$ cat config.mk
export PLATFORM = sky130hd
export DESIGN_NAME = sound_generator
export DESIGN_NICKNAME = d
export VERILOG_FILES = /design/src/hw/sound_generator_pkg.sv /design/src/hw/sound_generator.sv
export SDC_FILE = /design/constraint.sdc
export NUM_CORES = 1
export LEC_CHECK = 0
export ABC_CLOCK_PERIOD_IN_PS = 5800
export BUFFER_PORTS_ARGS = -buffer_cell sky130_fd_sc_hd__buf_2
export CAP_MARGIN = 20
export CORE_UTILIZATION = 60
export CTS_BUF_LIST = sky130_fd_sc_hd__clkbuf_2 sky130_fd_sc_hd__clkbuf_4 sky130_fd_sc_hd__clkbuf_8
export DETAILED_ROUTE_END_ITERATION = 8
export PLACE_DENSITY = 0.78
export SLEW_MARGIN = 20
export SYNTH_ARGS = -nofsm -noshare
export SYNTH_HDL_FRONTEND = slang
export SYNTH_SLANG_ARGS = --single-unit
$ cat constraint.sdc
create_clock -name pclk -period 5.8 [get_ports pclk]
set_clock_uncertainty 0.05 [all_clocks]
set_input_delay 1.16 -clock pclk [delete_from_list [all_inputs] [get_ports pclk]]
set_output_delay 1.16 -clock pclk [all_outputs]
set_load 0.05 [all_outputs]
$ cat src/hw/sound_generator_pkg.sv
package sound_generator_pkg;
   // ****************************************
   // Register map (index, byte address = 4 * index)
   // ****************************************
   localparam int NUM_REGS = 16;
   localparam logic [3:0] IDX_A_FINE = 4'h0;
   localparam logic [3:0] IDX_A_COARSE = 4'h1;
   localparam logic [3:0] IDX_B_FINE = 4'h2;
   localparam logic [3:0] IDX_B_COARSE = 4'h3;
   localparam logic [3:0] IDX_C_FINE = 4'h4;
   localparam logic [3:0] IDX_C_COARSE = 4'h5;
   localparam logic [3:0] IDX_NOISE_RATE = 4'h6;
   localparam logic [3:0] IDX_MIXER = 4'h7;
   localparam logic [3:0] IDX_AMP_A = 4'h8;
   localparam logic [3:0] IDX_ENV_FINE = 4'hb;
   localparam logic [3:0] IDX_ENV_COARSE = 4'hc;
   localparam logic [3:0] IDX_ENV_SHAPE = 4'hd;
   localparam logic [7:0] REG_RESET = 8'hff;
   localparam logic [7:0] AMP_RESET = 8'h00;
   localparam logic [7:0] SHAPE_RESET = 8'h00;
   localparam int ADDR_LSB = 2;
   // ****************************************
   // Field positions
   // ****************************************
   localparam int COARSE_W = 4;
   localparam int NOISE_W = 5;
   localparam int NOISE_EN_LSB = 3;
   localparam int AMP_MODE_BIT = 4;
   localparam int LEVEL_W = 4;
   localparam int SHAPE_HOLD = 3;
   localparam int SHAPE_ALT = 2;
   localparam int SHAPE_ATTACK = 1;
   localparam int SHAPE_CONT = 0;
   // ****************************************
   // Timing
   // ****************************************
   localparam int TONE_PRESCALE = 16;
   localparam int ENV_PRESCALE = 256;
   localparam logic [16:0] LFSR_SEED = 17'h00001;
endpackage

$ cat src/hw/sound_generator.sv
//Behaviour
//- Host loads sixteen registers; sound then runs with no further commands.
//- Three channels A, B, C, each with its own tone generator.
//- Tone rate is clock divided by sixteen then by twelve-bit period.
//- Period: coarse bits 3..0 on top, fine byte below; coarse upper ignored.
//- Channel A uses register 0 fine and register 1 coarse.
//- Noise rate is clock divided by sixteen then by register 6 bits 4..0.
//- One pseudo-random noise square wave shared by all three mixers.
//- Register 7 selects tone, noise, both or neither per channel.
//- Registers 8..10 pick fixed level or envelope level per channel.
//- Each converter receives a four-bit level code, sixteen levels.
//- Registers 11..13 set envelope period and shape for modulation.
//- Mixer enables active low: bits 2..0 tone, bits 5..3 noise.
//- Amplitude bit 4 selects envelope, bits 3..0 fixed level.
//- Envelope rate is clock divided by 256 then sixteen-bit period.
//- Four-bit envelope counter, sixteen steps, shape bits set direction and repeat.
`timescale 1ns/10ps
module sound_generator
   import sound_generator_pkg::*;
#(
   parameter int NUM_CH = 3
) (
   input wire logic pclk,
   input wire logic presetn,
   input wire logic psel,
   input wire logic penable,
   input wire logic pwrite,
   input wire logic [11:0] paddr,
   input wire logic [31:0] pwdata,
   output logic [31:0] prdata,
   output logic pready,
   output logic pslverr,
   output logic [sound_generator_pkg::LEVEL_W-1:0] level_a_q,
   output logic [sound_generator_pkg::LEVEL_W-1:0] level_b_q,
   output logic [sound_generator_pkg::LEVEL_W-1:0] level_c_q
);
   import sound_generator_pkg::*;

   // ****************************************
   // Register bank over APB
   // ****************************************
   logic [7:0] regs_q [NUM_REGS];
   logic [3:0] idx;
   logic mapped;
   logic acc;
   assign idx = paddr[ADDR_LSB +: 4];
   assign mapped = (paddr[11:ADDR_LSB+4] == '0) && (paddr[1:0] == 2'b00);
   assign acc = psel && penable;

   always_ff @(posedge pclk or negedge presetn) begin
      if (!presetn) begin
         for (int i = 0; i < NUM_REGS; i++) begin
            regs_q[i] <= (i >= int'(IDX_AMP_A)) ? AMP_RESET : REG_RESET;
         end
      end else if (acc && pwrite && mapped) begin
         regs_q[idx] <= pwdata[7:0];
      end
   end

   logic env_restart;
   assign env_restart = acc && pwrite && mapped && (idx == IDX_ENV_SHAPE);

   always_ff @(posedge pclk or negedge presetn) begin
      if (!presetn) begin
         pready <= 1'b0;
         pslverr <= 1'b0;
         prdata <= '0;
      end else begin
         pready <= psel && !penable;
         pslverr <= psel && !penable && !mapped;
         prdata <= (psel && !penable && mapped && !pwrite) ? {24'h000000, regs_q[idx]} : '0;
      end
   end

   a_read_data: assert property (@(posedge pclk) disable iff (!presetn)
      psel && !penable && mapped && !pwrite |=> prdata == {24'h000000, $past(regs_q[idx])})
      else $error("read data not returned");
   a_unmapped_err: assert property (@(posedge pclk) disable iff (!presetn)
      psel && !penable && !mapped |=> pslverr && prdata == '0)
      else $error("unmapped access not refused");
   a_pready_pulse: assert property (@(posedge pclk) disable iff (!presetn)
      pready |=> !pready)
      else $error("pready longer than one cycle");
   a_prdata_upper: assert property (@(posedge pclk) disable iff (!presetn)
      pready |-> prdata[31:8] == '0)
      else $error("read data upper bits not zero");
   a_regs_sustain: assert property (@(posedge pclk) disable iff (!presetn)
      !(acc && pwrite) |=> regs_q[IDX_MIXER] == $past(regs_q[IDX_MIXER]))
      else $error("register changed without a write");
   a_unmapped_nowrite: assert property (@(posedge pclk) disable iff (!presetn)
      acc && pwrite && !mapped |=> regs_q[$past(idx)] == $past(regs_q[idx]))
      else $error("unmapped write stored");

   // ****************************************
   // Prescalers
   // ****************************************
   logic [7:0] pre_q;
   logic tick16;
   logic tick_half;
   logic tick256;
   always_ff @(posedge pclk or negedge presetn) begin
      if (!presetn) pre_q <= '0;
      else pre_q <= pre_q + 8'h01;
   end
   assign tick16 = (pre_q[3:0] == 4'(TONE_PRESCALE - 1));
   // Double-rate tick (every eight clocks): the square wave toggles twice per tone period
   assign tick_half = (pre_q[2:0] == 3'(TONE_PRESCALE / 2 - 1));
   assign tick256 = (pre_q == 8'(ENV_PRESCALE - 1));

   a_half_tick: assert property (@(posedge pclk) disable iff (!presetn)
      tick_half |=> !tick_half [*7])
      else $error("half tick too frequent");
   a_half_in_16: assert property (@(posedge pclk) disable iff (!presetn)
      tick16 |-> tick_half)
      else $error("half tick not aligned");

   // ****************************************
   // Tone generators
   // ****************************************
   logic [NUM_CH-1:0] tone;
   genvar g;
   generate
      for (g = 0; g < NUM_CH; g++) begin : g_tone
         logic [11:0] period;
         logic [11:0] cnt_q;
         logic sq_q;
         assign period = {regs_q[2*g+1][COARSE_W-1:0], regs_q[2*g]};
         always_ff @(posedge pclk or negedge presetn) begin
            if (!presetn) begin
               cnt_q <= '0;
               sq_q <= 1'b0;
            end else if (tick_half) begin
               if (cnt_q + 12'h001 >= period) begin
                  cnt_q <= '0;
                  sq_q <= !sq_q;
               end else begin
                  cnt_q <= cnt_q + 12'h001;
               end
            end
         end
         assign tone[g] = sq_q;
      end
   endgenerate

   a_tone_step: assert property (@(posedge pclk) disable iff (!presetn)
      $changed(g_tone[0].sq_q) |-> $past(tick_half))
      else $error("tone toggled off the half tick");
   a_tone_hold: assert property (@(posedge pclk) disable iff (!presetn)
      !tick_half |=> $stable(g_tone[1].sq_q))
      else $error("tone changed between ticks");
   a_tone_bound: assert property (@(posedge pclk) disable iff (!presetn)
      tick_half |=> g_tone[2].cnt_q < $past(g_tone[2].period) || g_tone[2].cnt_q == '0)
      else $error("tone count beyond period");

   // ****************************************
   // Noise generator
   // ****************************************
   logic [NOISE_W-1:0] ncnt_q;
   logic [16:0] lfsr_q;
   logic [NOISE_W-1:0] nper;
   assign nper = regs_q[IDX_NOISE_RATE][NOISE_W-1:0];
   always_ff @(posedge pclk or negedge presetn) begin
      if (!presetn) begin
         ncnt_q <= '0;
         lfsr_q <= LFSR_SEED;
      end else if (tick16) begin
         if (ncnt_q + 5'h01 >= nper) begin
            ncnt_q <= '0;
            lfsr_q <= {lfsr_q[0] ^ lfsr_q[3], lfsr_q[16:1]};
         end else begin
            ncnt_q <= ncnt_q + 5'h01;
         end
      end
   end

   a_noise_hold: assert property (@(posedge pclk) disable iff (!presetn)
      !tick16 |=> $stable(lfsr_q))
      else $error("noise shifted between ticks");
   a_lfsr_alive: assert property (@(posedge pclk) disable iff (!presetn)
      lfsr_q != '0)
      else $error("noise register locked at zero");

   // ****************************************
   // Envelope generator
   // ****************************************
   logic [15:0] ecnt_q;
   logic [15:0] eper;
   logic [3:0] estep_q;
   logic eup_q;
   logic ehold_q;
   logic [7:0] shape;
   logic estep_tick;
   logic [3:0] env_level;
   assign eper = {regs_q[IDX_ENV_COARSE], regs_q[IDX_ENV_FINE]};
   assign shape = regs_q[IDX_ENV_SHAPE];
   assign estep_tick = tick256 && (ecnt_q + 16'h0001 >= eper);

   always_ff @(posedge pclk or negedge presetn) begin
      if (!presetn) ecnt_q <= '0;
      else if (env_restart) ecnt_q <= '0;
      else if (tick256) ecnt_q <= (ecnt_q + 16'h0001 >= eper) ? 16'h0000 : ecnt_q + 16'h0001;
   end

   always_ff @(posedge pclk or negedge presetn) begin
      if (!presetn) begin
         estep_q <= '0;
         eup_q <= 1'b0;
         ehold_q <= 1'b1;
      end else if (env_restart) begin
         estep_q <= '0;
         eup_q <= pwdata[SHAPE_ATTACK];
         ehold_q <= 1'b0;
      end else if (estep_tick && !ehold_q) begin
         if (estep_q != 4'hf) begin
            estep_q <= estep_q + 4'h1;
         end else if (!shape[SHAPE_CONT]) begin
            ehold_q <= 1'b1;
            eup_q <= 1'b0;
         end else if (shape[SHAPE_HOLD]) begin
            ehold_q <= 1'b1;
            eup_q <= eup_q ^ shape[SHAPE_ALT];
         end else begin
            estep_q <= '0;
            eup_q <= eup_q ^ shape[SHAPE_ALT];
         end
      end
   end
   assign env_level = (ehold_q && !shape[SHAPE_CONT]) ? 4'h0 :
                      ehold_q ? (eup_q ? 4'hf : 4'h0) :
                      (eup_q ? estep_q : ~estep_q);

   a_env_still: assert property (@(posedge pclk) disable iff (!presetn)
      ehold_q && !env_restart |=> $stable(env_level))
      else $error("held envelope level moved");
   a_env_step: assert property (@(posedge pclk) disable iff (!presetn)
      $changed(estep_q) |-> $past(estep_tick) || $past(env_restart))
      else $error("envelope stepped off its rate");
   a_env_oneshot: assert property (@(posedge pclk) disable iff (!presetn)
      ehold_q && !shape[SHAPE_CONT] |-> env_level == '0)
      else $error("single shot envelope not at zero");

   // ****************************************
   // Mixers and amplitude control
   // ****************************************
   logic [NUM_CH-1:0] mix;
   logic [LEVEL_W-1:0] lvl [NUM_CH];
   always_comb begin
      for (int c = 0; c < NUM_CH; c++) begin
         mix[c] = (tone[c] | regs_q[IDX_MIXER][c]) &
                  (lfsr_q[0] | regs_q[IDX_MIXER][NOISE_EN_LSB + c]);
         lvl[c] = regs_q[int'(IDX_AMP_A) + c][AMP_MODE_BIT] ? env_level :
                  regs_q[int'(IDX_AMP_A) + c][LEVEL_W-1:0];
         if (!mix[c]) lvl[c] = '0;
      end
   end

   always_ff @(posedge pclk or negedge presetn) begin
      if (!presetn) begin
         level_a_q <= '0;
         level_b_q <= '0;
         level_c_q <= '0;
      end else begin
         level_a_q <= lvl[0];
         level_b_q <= lvl[1];
         level_c_q <= lvl[2];
      end
   end

   a_mix_gate: assert property (@(posedge pclk) disable iff (!presetn)
      !mix[1] |=> level_b_q == '0)
      else $error("gated channel not silent");
   a_level_fixed: assert property (@(posedge pclk) disable iff (!presetn)
      mix[2] && !regs_q[int'(IDX_AMP_A) + 2][AMP_MODE_BIT] |=>
      level_c_q == $past(regs_q[int'(IDX_AMP_A) + 2][LEVEL_W-1:0]))
      else $error("fixed level not routed");
   a_noise_route: assert property (@(posedge pclk) disable iff (!presetn)
      regs_q[IDX_MIXER][0] && !regs_q[IDX_MIXER][NOISE_EN_LSB] |-> mix[0] == lfsr_q[0])
      else $error("noise not routed to mixer");
   a_tone_route: assert property (@(posedge pclk) disable iff (!presetn)
      !regs_q[IDX_MIXER][1] && regs_q[IDX_MIXER][NOISE_EN_LSB + 1] |-> mix[1] == tone[1])
      else $error("tone not routed to mixer");

   // ****************************************
   // Assertions
   // ****************************************
   a_write_stores: assert property (@(posedge pclk) disable iff (!presetn)
      acc && pwrite && mapped |=> regs_q[$past(idx)] == $past(pwdata[7:0]))
      else $error("register write not stored");
   a_apb_one_wait: assert property (@(posedge pclk) disable iff (!presetn)
      psel && !penable |=> pready)
      else $error("apb answer not in one cycle");
   a_prescale_gap: assert property (@(posedge pclk) disable iff (!presetn)
      tick16 |=> !tick16 [*8])
      else $error("prescale tick too frequent");
   a_env_prescale: assert property (@(posedge pclk) disable iff (!presetn)
      tick256 |-> tick16)
      else $error("envelope prescale not aligned");
   a_tone_mute: assert property (@(posedge pclk) disable iff (!presetn)
      regs_q[IDX_MIXER][0] && regs_q[IDX_MIXER][NOISE_EN_LSB] &&
      !regs_q[IDX_AMP_A][AMP_MODE_BIT] |=> level_a_q == $past(regs_q[IDX_AMP_A][3:0]))
      else $error("disabled mixer changed level");
   a_env_select: assert property (@(posedge pclk) disable iff (!presetn)
      regs_q[IDX_AMP_A][AMP_MODE_BIT] && mix[0] |=> level_a_q == $past(env_level))
      else $error("envelope level not routed");
   a_env_restart: assert property (@(posedge pclk) disable iff (!presetn)
      env_restart |=> estep_q == 4'h0 && !ehold_q)
      else $error("envelope not restarted");
   a_tone_period: assert property (@(posedge pclk) disable iff (!presetn)
      g_tone[0].period[7:0] == regs_q[IDX_A_FINE])
      else $error("tone fine byte misrouted");
endmodule // sound_generator

* After elaboration in Yosys (flattened, before gate mapping)
Cells that the tools add are included. Widths: inputs -> output; s select.
Cells by class: divide/modulo/power cells 0, add/sub/neg operators 7, eq/ne operators 8, shifts and indexed selects 0, reduce and logical (&&, ||, !) cells 33, multipliers 0, $lt $le $gt $ge 7, bitwise gates (word level) 13, multiplexer cells 38
Operators by type and width (count):
- $bwmux 128 | 1
- $mux 4 | 15
- $mux 16 | 3
- $add 12x1->12 const B | 3
- $ge 12x12->1 | 3
- $mux 12 | 3
- $bmux 8 s4 | 1
- $demux 8 s4 | 1
- $mux 8 | 4
- $add 16x1->16 const B | 1
- $ge 16x16->1 | 1
- $logic_and 1x1->1 | 13
- $reduce_and 2->1 | 5
- $mux 1 | 9
- $add 8x1->8 const B | 1
- $eq 4x4->1 const B | 2
- $eq 8x8->1 const B | 1
- $logic_not 1->1 | 8
- $logic_not 6->1 | 1
- $ne 3x1->1 const B | 2
- $or 1x1->1 | 6
- $reduce_and 3->1 | 2
- $add 5x1->5 const B | 1
- $ge 5x5->1 | 1
- other kinds (14) | 18
Word-level totals: bits in latches 0, bits in registers 241, output and inout bits 46, input bits 49, ROM bits 0, memories kept 0, bits in writable memories 0

* Logic depth before layout (Yosys ltp)
Gate-level depths: netlist of run 1.
depth after elaboration 6, depth in mapped cells 16, mapped depth without buffers 14

* Least setup slack after synthesis of run 1
No wires, ideal clock.
path type reg-to-reg, start reg ecnt_q[2], end reg estep_q[3], data arrival time 3386 ps, path slack 2277 ps, path buffers 1, library setup time 87 ps, cell stages (with the launch flop) 16, cells stage by stage dfrtp_1 > and3_1 > and3_1 > buf_2 > nand2_1 > nor3_1 > and3_1 > xor2_1 > ha_1 > nand2_1 > nor4_2 > or4b_4 > nand3_4 > nand2_1 > o41a_1 > a211oi_2
Between the ends: cells in the longest elaborated chain, start to end 6
RTL lines:
- from (decl) | line sound_generator.sv:186 | logic [15:0] ecnt_q;
- from (signal assigned) | line sound_generator.sv:201 | else if (tick256) ecnt_q <= (ecnt_q + 16'h0001 >= eper) ? 16'h0000 : ecnt_q + 16'h0001;
- $add 16x1->16 | line sound_generator.sv:196 | assign estep_tick = tick256 && (ecnt_q + 16'h0001 >= eper);
- $ge 16x16->1 | line sound_generator.sv:196
- $logic_and 1x1->1 | line sound_generator.sv:196
- $logic_and 1x1->1 | line sound_generator.sv:213 | end else if (estep_tick && !ehold_q) begin
- $reduce_bool 2->1 (no source line)
- $reduce_and 3->1 (no source line)
- to (signal assigned) | line sound_generator.sv:215 | estep_q <= estep_q + 4'h1;
- to (decl) | line sound_generator.sv:188 | logic [3:0] estep_q;
Every way passes these cells. A chain may end at the register's enable or synchronous reset.

* Worst setup path after layout of run 1
start reg ecnt_q[2], end reg ecnt_q[7]
Between the ends: cells in the longest elaborated chain, start to end 5
RTL lines:
- $add 16x1->16 * | line sound_generator.sv:201
- $ge 16x16->1 | line sound_generator.sv:201
- $mux 16 * (2 in a row) | line sound_generator.sv:201
- $mux 16 * | line sound_generator.sv:200 | else if (env_restart) ecnt_q <= '0;
Every way passes the cells marked *; elsewhere a longest branch is shown, timed or not. The select of a mux whose other input is x is not followed.

==> results of run 1 <==
-- flip-flops by register name, summed over array words and instances, names as in the netlist, 8 cells and up --
| register | count |
|---|---|
| g_tone.period | 36 |
| g_tone.cnt_q | 36 |
| ecnt_q | 16 |
| regs_q | 63 |
| lfsr_q | 17 |
| eper | 16 |
| pre_q | 8 |
| shape | 8 |
| prdata | 8 |
-- worst paths after layout --
check	startpoint	end	cells past startpoint
min in group asynchronous	presetn	regs_q[13]	1
max	ecnt_q[2]	ecnt_q[7]	15
max reg2reg	ecnt_q[2]	ecnt_q[7]	15
max in group asynchronous	presetn	lfsr_q[4]	2
min reg2reg	pre_q[7]	pre_q[7]	1
min	pre_q[7]	pre_q[7]	1
-- worst max-delay path, cell delays in order (launching register included) --
cell     delay (ns)
dfrtp_1        0.43
and3_1         0.20
and3_1         0.29
nand2_1        0.10
nor3_1         0.44
and3_1         0.30
xor2_1         0.08
ha_1           0.29
nand2_1        0.09
nor4_2         0.32
or4b_4         0.51
nand3_4        0.15
nor3_2         0.06
buf_4          0.24
a41oi_1        0.22
a31oi_1        0.06
-- through the flow --
step | cell area (sq um) | instances
finish | 14200 | 1475
global route | 14200 | 1475
CTS | 14200 | 1475
detailed placement | 13300 | 1401
global placement | 13300 | 1401
floorplan | 13100 | 1152
-- cells by family after synthesis --
family | count (synthesis) | synth area share, %
AO/OA/AOI/OAI | 185 | 9.28
XOR/XNOR | 58 | 3.90
adder cells (fa/ha/maj) | 65 | 6.25
buffers and inverters | 147 | 5.23
flip-flops | 241 | 47.0
multiplexers | 164 | 17.6
other | 1 | 0.0288
AND/OR/NAND/NOR | 268 | 10.7
-- area by class of cell --
type / count / area, sq um / area share, %
clock buffers: 70 / 838 / 5.91
repair buffers: 51 / 290 / 2.05
multi-input cells: 764 / 6310 / 44.5
well taps: 275 / 344 / 2.43
flip-flops and latches: 241 / 6110 / 43.1
inverters: 70 / 263 / 1.85
clock inverters: 4 / 23.8 / 0.168
-- routing by layer --
| layer | global-route usage [%] | vias up | part of all wire [%] |
|---|---|---|---|
| met5 | 0 | - | 0 |
| met4 | 8.37 | 0 | 2.5 |
| met3 | 4.62 | 48 | 5.5 |
| met2 | 41.3 | 255 | 48 |
| met1 | 36.3 | 4385 | 44 |
| li1 | - | 4072 | - |
-- layout by cell type (no fill, tap or decap), drive strengths merged, types with 4 or more instances in the layout --
cell,count
nand2,94
dfrtp,175
nand2b,13
nor4,5
dfstp,66
ha,65
nor3,17
or4,4
a2111oi,4
nand4,6
nor2,41
a211oi,14
a31oi,11
and3,21
clkbuf,70
mux2,124
xnor2,34
nand3,36
o21ai,57
conb,24
mux4,40
or3,6
o2bb2ai,26
xor2,24
a21o,19
nor2b,15
buf,51
a21oi,35
clkinv,4
inv,70
-- cell usage after synthesis, drive strengths merged (17+ instances only) --
master / instances
dfrtp: 175
mux2: 124
nand2: 94
inv: 69
dfstp: 66
ha: 65
o21ai: 57
buf: 48
nor2: 41
mux4: 40
nand3: 36
a21oi: 35
xnor2: 34
clkbuf: 29
o2bb2ai: 26
xor2: 24
and3: 21
a21o: 19
nor3: 17
-- where the power goes --
part / switching (uW) / internal [uW]
clock: 665 / 906
combinational: 118 / 38.7
sequential: 2.68 / 1690
==> report_table.html, run 1 <==
<table>
<tr><th>Metric</th><th>Value</th></tr>
<tr><th colspan="2">Global routing</th></tr>
<tr><td>Number of global-route vias before repair</td><td>8675</td></tr>
<tr><td>Maximum number of pins on one net before global-route repair</td><td>132</td></tr>
<tr><td>Number of antenna violations at the first check in global routing</td><td>0</td></tr>
<tr><td>Remaining global-route overflow</td><td>0</td></tr>
<tr><td>GR Util All Layers</td><td>26.0%</td></tr>
<tr><td>Wire length of the first global-routing pass</td><td>45100 um</td></tr>
<tr><th colspan="2">STA</th></tr>
<tr><td>Final Hold Slack</td><td>0.409 ns</td></tr>
<tr><td>Unrepaired setup endpoints after global routing</td><td>false</td></tr>
<tr><td>Final min period</td><td>3.98 ns</td></tr>
<tr><td>Smallest setup slack after layout</td><td>1.82 ns</td></tr>
<tr><td>Setup-failing EPs final</td><td>0</td></tr>
<tr><td>Final hold violations</td><td>0</td></tr>
<tr><td>Total Negative Setup Slacks</td><td>0 ns</td></tr>
<tr><td>Fin crit share</td><td>68.6%</td></tr>
<tr><td>Max transition margin</td><td>34.7%</td></tr>
<tr><td>Upper clock frequency limit</td><td>0.251 GHz</td></tr>
<tr><td>Fin. max-slew vios</td><td>0</td></tr>
<tr><td>Transition time at the pin with the least slew margin</td><td>0.980 ns</td></tr>
<tr><th colspan="2">Floorplanning</th></tr>
<tr><td>Starting utilization of the core area</td><td>61.5%</td></tr>
<tr><td>Standard-cell row count</td><td>53</td></tr>
<tr><td>Placeable core region</td><td>0.0212 sq mm</td></tr>
<tr><td>Die Width</td><td>149 um</td></tr>
<tr><td>Die height</td><td>149 um</td></tr>
<tr><td>Die area</td><td>0.0223 sq mm</td></tr>
<tr><td>Boundary pin count</td><td>95</td></tr>
<tr><th colspan="2">Worst setup path</th></tr>
<tr><td>Register-to-register setup slack</td><td>1.82 ns</td></tr>
<tr><td>CP startpoint kind</td><td>register</td></tr>
<tr><td>Signal arrival time at the worst endpoint</td><td>4.33 ns</td></tr>
<tr><td>Crit. End Element</td><td>register</td></tr>
<tr><td>Worst EP required</td><td>6.15 ns</td></tr>
<tr><td>Setup Crit Path Kind</td><td>reg -&gt; reg</td></tr>
<tr><td>Highest net fanout along the worst path</td><td>24</td></tr>
<tr><th colspan="2">Placed design</th></tr>
<tr><td>HPWL after detailed placement</td><td>18600 um</td></tr>
<tr><td>Number of port buffers</td><td>46</td></tr>
<tr><td>Worst slack at placement</td><td>1.82 ns</td></tr>
<tr><td>Final weighted congestion of routability-driven global placement</td><td>0.822</td></tr>
<tr><th colspan="2">Drt</th></tr>
<tr><td>TritonRoute pass-1 iters</td><td>4</td></tr>
<tr><td>DRC viols</td><td>0</td></tr>
<tr><td>Detail-routed net length per standard cell</td><td>18.5 um</td></tr>
<tr><td>Total wirelength of the detailed-routed design</td><td>27400 um</td></tr>
<tr><td>Vias per Instance</td><td>5.94</td></tr>
<tr><td>Post-DRT Antenna Nets</td><td>0</td></tr>
<tr><td>Violation count after the first detailed-routing iteration</td><td>496</td></tr>
<tr><td>Routed via count</td><td>8760</td></tr>
<tr><th colspan="2">Clock tree</th></tr>
<tr><td>Clk slew on worst S/H paths</td><td>0.06 ns</td></tr>
<tr><td>TritonCTS clock tree</td><td>done</td></tr>
<tr><td>Post-CTS Setup Inserts</td><td>0</td></tr>
<tr><td>Sink count of the clock tree</td><td>241</td></tr>
<tr><td># resized after CTS</td><td>0</td></tr>
<tr><td>Total of hold buffers inserted after clock tree synthesis</td><td>0</td></tr>
<tr><td>Maximum buffer depth of the clock tree</td><td>3</td></tr>
<tr><td>Worst-Skew Late Latency</td><td>0.54 ns</td></tr>
<tr><td>CTS H-tree lvls</td><td>2</td></tr>
<tr><td>Root buffer selected by CTS</td><td>clkbuf_8</td></tr>
<tr><td>Number of CTS-inserted buffers</td><td>40</td></tr>
<tr><th colspan="2">Yosys</th></tr>
<tr><td>Largest area contributor in the synthesized netlist</td><td>dfrtp_1</td></tr>
<tr><td>Average cell area after synthesis</td><td>11.5 sq um</td></tr>
<tr><td>Sequential element share of the synthesized area</td><td>47.0%</td></tr>
<tr><td>Post-synth ARST share</td><td>100%</td></tr>
<tr><td>Dominant register cell in the synthesized netlist</td><td>dfrtp_1</td></tr>
<tr><td>Count of synthesis-stage warnings from yosys</td><td>0</td></tr>
<tr><td>Post-synthesis sequential element count</td><td>241</td></tr>
<tr><td>Top area cells in the synthesized netlist</td><td>dfrtp_1 (34%), dfstp_2 (13%), mux2_2 (10%), mux4_2 (6.9%), ha_1 (6.2%)</td></tr>
<tr><td>Share of the synthesized area in the top cell type</td><td>33.6%</td></tr>
<tr><td>Post-synth EDFFs</td><td>0</td></tr>
<tr><td>Synthesized area</td><td>0.0130 sq mm</td></tr>
<tr><td>Cell variety after synth</td><td>63</td></tr>
<tr><td>Cell count after synthesis</td><td>1129</td></tr>
<tr><th colspan="2">Pwr</th></tr>
<tr><td>Post-layout power</td><td>3420 uW</td></tr>
<tr><td>Power Dens Cells</td><td>241 mW/mm^2</td></tr>
<tr><td>Leakage Power</td><td>0.00673 uW</td></tr>
<tr><td>Peak supply drop</td><td>0.196 mV</td></tr>
<tr><th colspan="2">Finish</th></tr>
<tr><td>Net count reported at finish</td><td>1282</td></tr>
<tr><td>Finished Core Util</td><td>67.0%</td></tr>
<tr><td>Final antenna diode count</td><td>0</td></tr>
<tr><td>Synth-to-layout area growth</td><td>8.95%</td></tr>
<tr><td>Number of fill cells</td><td>1549</td></tr>
<tr><td>Layout cell share with drive strength beyond 1</td><td>31.3%</td></tr>
<tr><th colspan="2">Outcome</th></tr>
<tr><td>Run status</td><td>finished, final reports clean</td></tr>
<tr><th colspan="2">Min path</th></tr>
<tr><td>HP Class</td><td>reg -&gt; reg</td></tr>
<tr><th colspan="2">Flow run</th></tr>
<tr><td>Max-cap viol count</td><td>0</td></tr>
</table>
Power figures use the tool's default switching activity.
==> inputs of run 2 (changes only) <==
--- a/config.mk
+++ b/config.mk
@@ -5,7 +5,7 @@
 export SDC_FILE = /design/constraint.sdc
 export NUM_CORES = 1
 export LEC_CHECK = 0
-export ABC_CLOCK_PERIOD_IN_PS = 5800
+export ABC_CLOCK_PERIOD_IN_PS = 3900
 export BUFFER_PORTS_ARGS = -buffer_cell sky130_fd_sc_hd__buf_2
 export CAP_MARGIN = 20
 export CORE_UTILIZATION = 60
==> constraint.sdc (replaced) <==
create_clock -name pclk -period 3.9 [get_ports pclk]
set_clock_uncertainty 0.05 [all_clocks]
set_input_delay 0.78 -clock pclk [delete_from_list [all_inputs] [get_ports pclk]]
set_output_delay 0.78 -clock pclk [all_outputs]
set_load 0.05 [all_outputs]
==> report_table.html, run 2 (synthesis gave the netlist of run 1 again) <==
<table>
<tr><th>Metric</th><th>Value</th></tr>
<tr><th colspan="2">Placed design</th></tr>
<tr><td>Final weighted congestion of routability-driven global placement</td><td>0.827</td></tr>
<tr><td>HPWL after detailed placement</td><td>19300 um</td></tr>
<tr><td>Worst slack at placement</td><td>0.0925 ns</td></tr>
<tr><td>Number of port buffers</td><td>46</td></tr>
<tr><th colspan="2">Drt</th></tr>
<tr><td>TritonRoute pass-1 iters</td><td>5</td></tr>
<tr><td>DRC viols</td><td>0</td></tr>
<tr><td>Vias per Instance</td><td>5.94</td></tr>
<tr><td>Detail-routed net length per standard cell</td><td>18.7 um</td></tr>
<tr><td>Post-DRT Antenna Nets</td><td>0</td></tr>
<tr><td>Violation count after the first detailed-routing iteration</td><td>560</td></tr>
<tr><td>Routed via count</td><td>8898</td></tr>
<tr><td>Total wirelength of the detailed-routed design</td><td>28000 um</td></tr>
<tr><th colspan="2">Pwr</th></tr>
<tr><td>Leakage Power</td><td>0.00684 uW</td></tr>
<tr><td>Switching power</td><td>1260 uW</td></tr>
<tr><td>Switching share of power</td><td>24.2%</td></tr>
<tr><td>Peak supply drop</td><td>0.357 mV</td></tr>
<tr><td>Internal Dissipation</td><td>3940 uW</td></tr>
<tr><td>Register share of total power</td><td>48.4%</td></tr>
<tr><td>Combinational share of power</td><td>4.6%</td></tr>
<tr><td>Clk pwr share</td><td>47.0%</td></tr>
<tr><td>Power Dens Cells</td><td>361 mW/mm^2</td></tr>
<tr><th colspan="2">Min path</th></tr>
<tr><td>HP Class</td><td>in -&gt; async</td></tr>
<tr><th colspan="2">Floorplanning</th></tr>
<tr><td>Standard-cell row count</td><td>53</td></tr>
<tr><td>Boundary pin count</td><td>95</td></tr>
<tr><td>Placeable core region</td><td>0.0212 sq mm</td></tr>
<tr><td>Die Width</td><td>149 um</td></tr>
<tr><td>Starting utilization of the core area</td><td>61.5%</td></tr>
<tr><td>Die area</td><td>0.0223 sq mm</td></tr>
<tr><td>Die height</td><td>149 um</td></tr>
<tr><th colspan="2">Worst setup path</th></tr>
<tr><td>Master of the slowest instance on the critical path</td><td>a221o_1</td></tr>
<tr><td>CP startpoint kind</td><td>register</td></tr>
<tr><td>Worst EP required</td><td>4.32 ns</td></tr>
<tr><td>Category of cells accounting for the largest share of critical-path delay</td><td>compound AO/OA/AOI/OAI gates</td></tr>
<tr><td>Crit-path cells</td><td>ha_1, and3_1, and3_1, xnor2_1, ha_1, a21oi_1, nor2b_1, a2111oi_0, o21ai_1, a221o_1, or3_1, o221ai_1</td></tr>
<tr><td>Signal arrival time at the worst endpoint</td><td>4.08 ns</td></tr>
<tr><td>Highest net fanout along the worst path</td><td>17</td></tr>
<tr><td>Crit. End Element</td><td>register</td></tr>
<tr><td>Crit path largest cell delay</td><td>0.60 ns</td></tr>
<tr><td>Setup Crit Path Kind</td><td>reg -&gt; reg</td></tr>
<tr><td>Worst path buffer plus inverter count</td><td>0</td></tr>
<tr><th colspan="2">Clock tree</th></tr>
<tr><td>Maximum buffer depth of the clock tree</td><td>3</td></tr>
<tr><td>Clk slew on worst S/H paths</td><td>0.07 ns</td></tr>
<tr><td>Number of CTS-inserted buffers</td><td>42</td></tr>
<tr><td>Root buffer selected by CTS</td><td>clkbuf_8</td></tr>
<tr><td>Total of hold buffers inserted after clock tree synthesis</td><td>0</td></tr>
<tr><td>Worst-Skew Late Latency</td><td>0.58 ns</td></tr>
<tr><td>TritonCTS clock tree</td><td>done</td></tr>
<tr><td>Sink count of the clock tree</td><td>241</td></tr>
<tr><td>CTS H-tree lvls</td><td>2</td></tr>
<tr><th colspan="2">Flow run</th></tr>
<tr><td>Max-cap viol count</td><td>0</td></tr>
<tr><th colspan="2">STA</th></tr>
<tr><td>Unrepaired setup endpoints after global routing</td><td>false</td></tr>
<tr><td>Setup-failing EPs final</td><td>0</td></tr>
<tr><td>Final min period</td><td>3.66 ns</td></tr>
<tr><td>Upper clock frequency limit</td><td>0.273 GHz</td></tr>
<tr><td>Max transition margin</td><td>40.6%</td></tr>
<tr><td>Transition time at the pin with the least slew margin</td><td>0.891 ns</td></tr>
<tr><td>Final hold violations</td><td>0</td></tr>
<tr><td>Fin crit share</td><td>93.8%</td></tr>
<tr><td>Total Negative Setup Slacks</td><td>0 ns</td></tr>
<tr><td>Fin. max-slew vios</td><td>0</td></tr>
<tr><td>Smallest setup slack after layout</td><td>0.242 ns</td></tr>
<tr><th colspan="2">Global routing</th></tr>
<tr><td>Remaining global-route overflow</td><td>0</td></tr>
<tr><td>GR Util All Layers</td><td>26.6%</td></tr>
<tr><td>Maximum number of pins on one net before global-route repair</td><td>118</td></tr>
<tr><td>Number of global-route vias before repair</td><td>8891</td></tr>
<tr><td>Wire length of the first global-routing pass</td><td>45700 um</td></tr>
<tr><td>Number of antenna violations at the first check in global routing</td><td>0</td></tr>
<tr><th colspan="2">Finish</th></tr>
<tr><td>Net count reported at finish</td><td>1303</td></tr>
<tr><td>Flip-flop count of the largest register, all copies and words added</td><td>63</td></tr>
<tr><td>Final antenna diode count</td><td>0</td></tr>
<tr><td>Synth-to-layout area growth</td><td>10.5%</td></tr>
<tr><td>Largest register by flop count</td><td>regs_q</td></tr>
<tr><td>Number of fill cells</td><td>1525</td></tr>
<tr><td>Layout cell share with drive strength beyond 1</td><td>32.6%</td></tr>
<tr><td>Most frequent standard cell in the layout excluding fill and tap cells</td><td>dfrtp_1</td></tr>
<tr><td>Commonest cells after routing, fill and taps aside</td><td>dfrtp_1 (175), mux2_2 (121), nand2_1 (91)</td></tr>
<tr><th colspan="2">Outcome</th></tr>
<tr><td>Run status</td><td>finished, final reports clean</td></tr>
</table>
run 2: cell types whose count changed in the layout (fill, tap and decap cells not counted), sizes merged:
cell	change
clkbuf	-7
bufinv	+1
clkinv	+8
buf	+19
clkinvlp	+2
run 2: cell type report:
| cell class | count | area (sq um) | area share (%) |
|---|---|---|---|
| Tap cell | 275 | 344 | 2.39 |
| Clock buffer | 63 | 786 | 5.46 |
| Sequential cell | 241 | 6110 | 42.5 |
| Clock inverter | 15 | 109 | 0.757 |
| Inverter | 70 | 263 | 1.83 |
| Timing Repair Buffer | 70 | 445 | 3.10 |
| Multi-Input combinational cell | 764 | 6320 | 44.0 |
run 2: worst paths after layout:
check,start,endpoint,slack [ns],cells past startpoint
worst min register to register,pre_q[0],pre_q[0],0.39,1
worst max-delay path,g_tone[0].cnt_q[0],g_tone[0].cnt_q[6],0.24,12
worst min-delay path,presetn,regs_q[50],0.22,1
max in group asynchronous,presetn,g_tone[0].period[1],2.67,2
worst max register to register,g_tone[0].cnt_q[0],g_tone[0].cnt_q[6],0.24,12
min in group pclk,penable,pready,0.35,2
run 2: per-layer routing:
metal / global-route usage (%) / part of all wire [%]
met3: 5.75 / 6.8
met2: 42.7 / 48
met5: 0 / 0
met4: 11.1 / 3.3
met1: 35.2 / 42
run 2: through the flow:
| step | area (sq um) | hold slack (ns) | total power, uW | utilization (%) | cells |
|---|---|---|---|---|---|
| 6_report | 14400 | 0.225 | 5190 | 68.0 | 1498 |
| 5_1_grt | 14400 | 0.302 | 5380 | 68.0 | 1498 |
| 4_1_cts | 14300 | 0.265 | 5240 | 67.8 | 1495 |
| 3_5_place_dp | 13500 | 0.387 | 2800 | 63.6 | 1417 |
| 3_3_place_gp | 13500 | 0.381 | 2800 | 63.6 | 1417 |
| 2_1_floorplan | 13100 | 0.365 | 2710 | - | 1152 |
run 2: what timing repair did:
item | in CTS | in global routing
gates resized for setup | 0 | 2
setup buffers | 0 | 3
endpoints found under the setup margin | 0 | 15
run 2: power groups by stage:
| stage | logic, uW | clock network (uW) | registers [uW] |
|---|---|---|---|
| detailed placement | 241 | 0 | 2560 |
| finish | 239 | 2440 | 2510 |
| global placement | 239 | 0 | 2560 |
| floorplan | 152 | 0 | 2560 |
| CTS | 242 | 2490 | 2510 |
| global route | 261 | 2600 | 2510 |
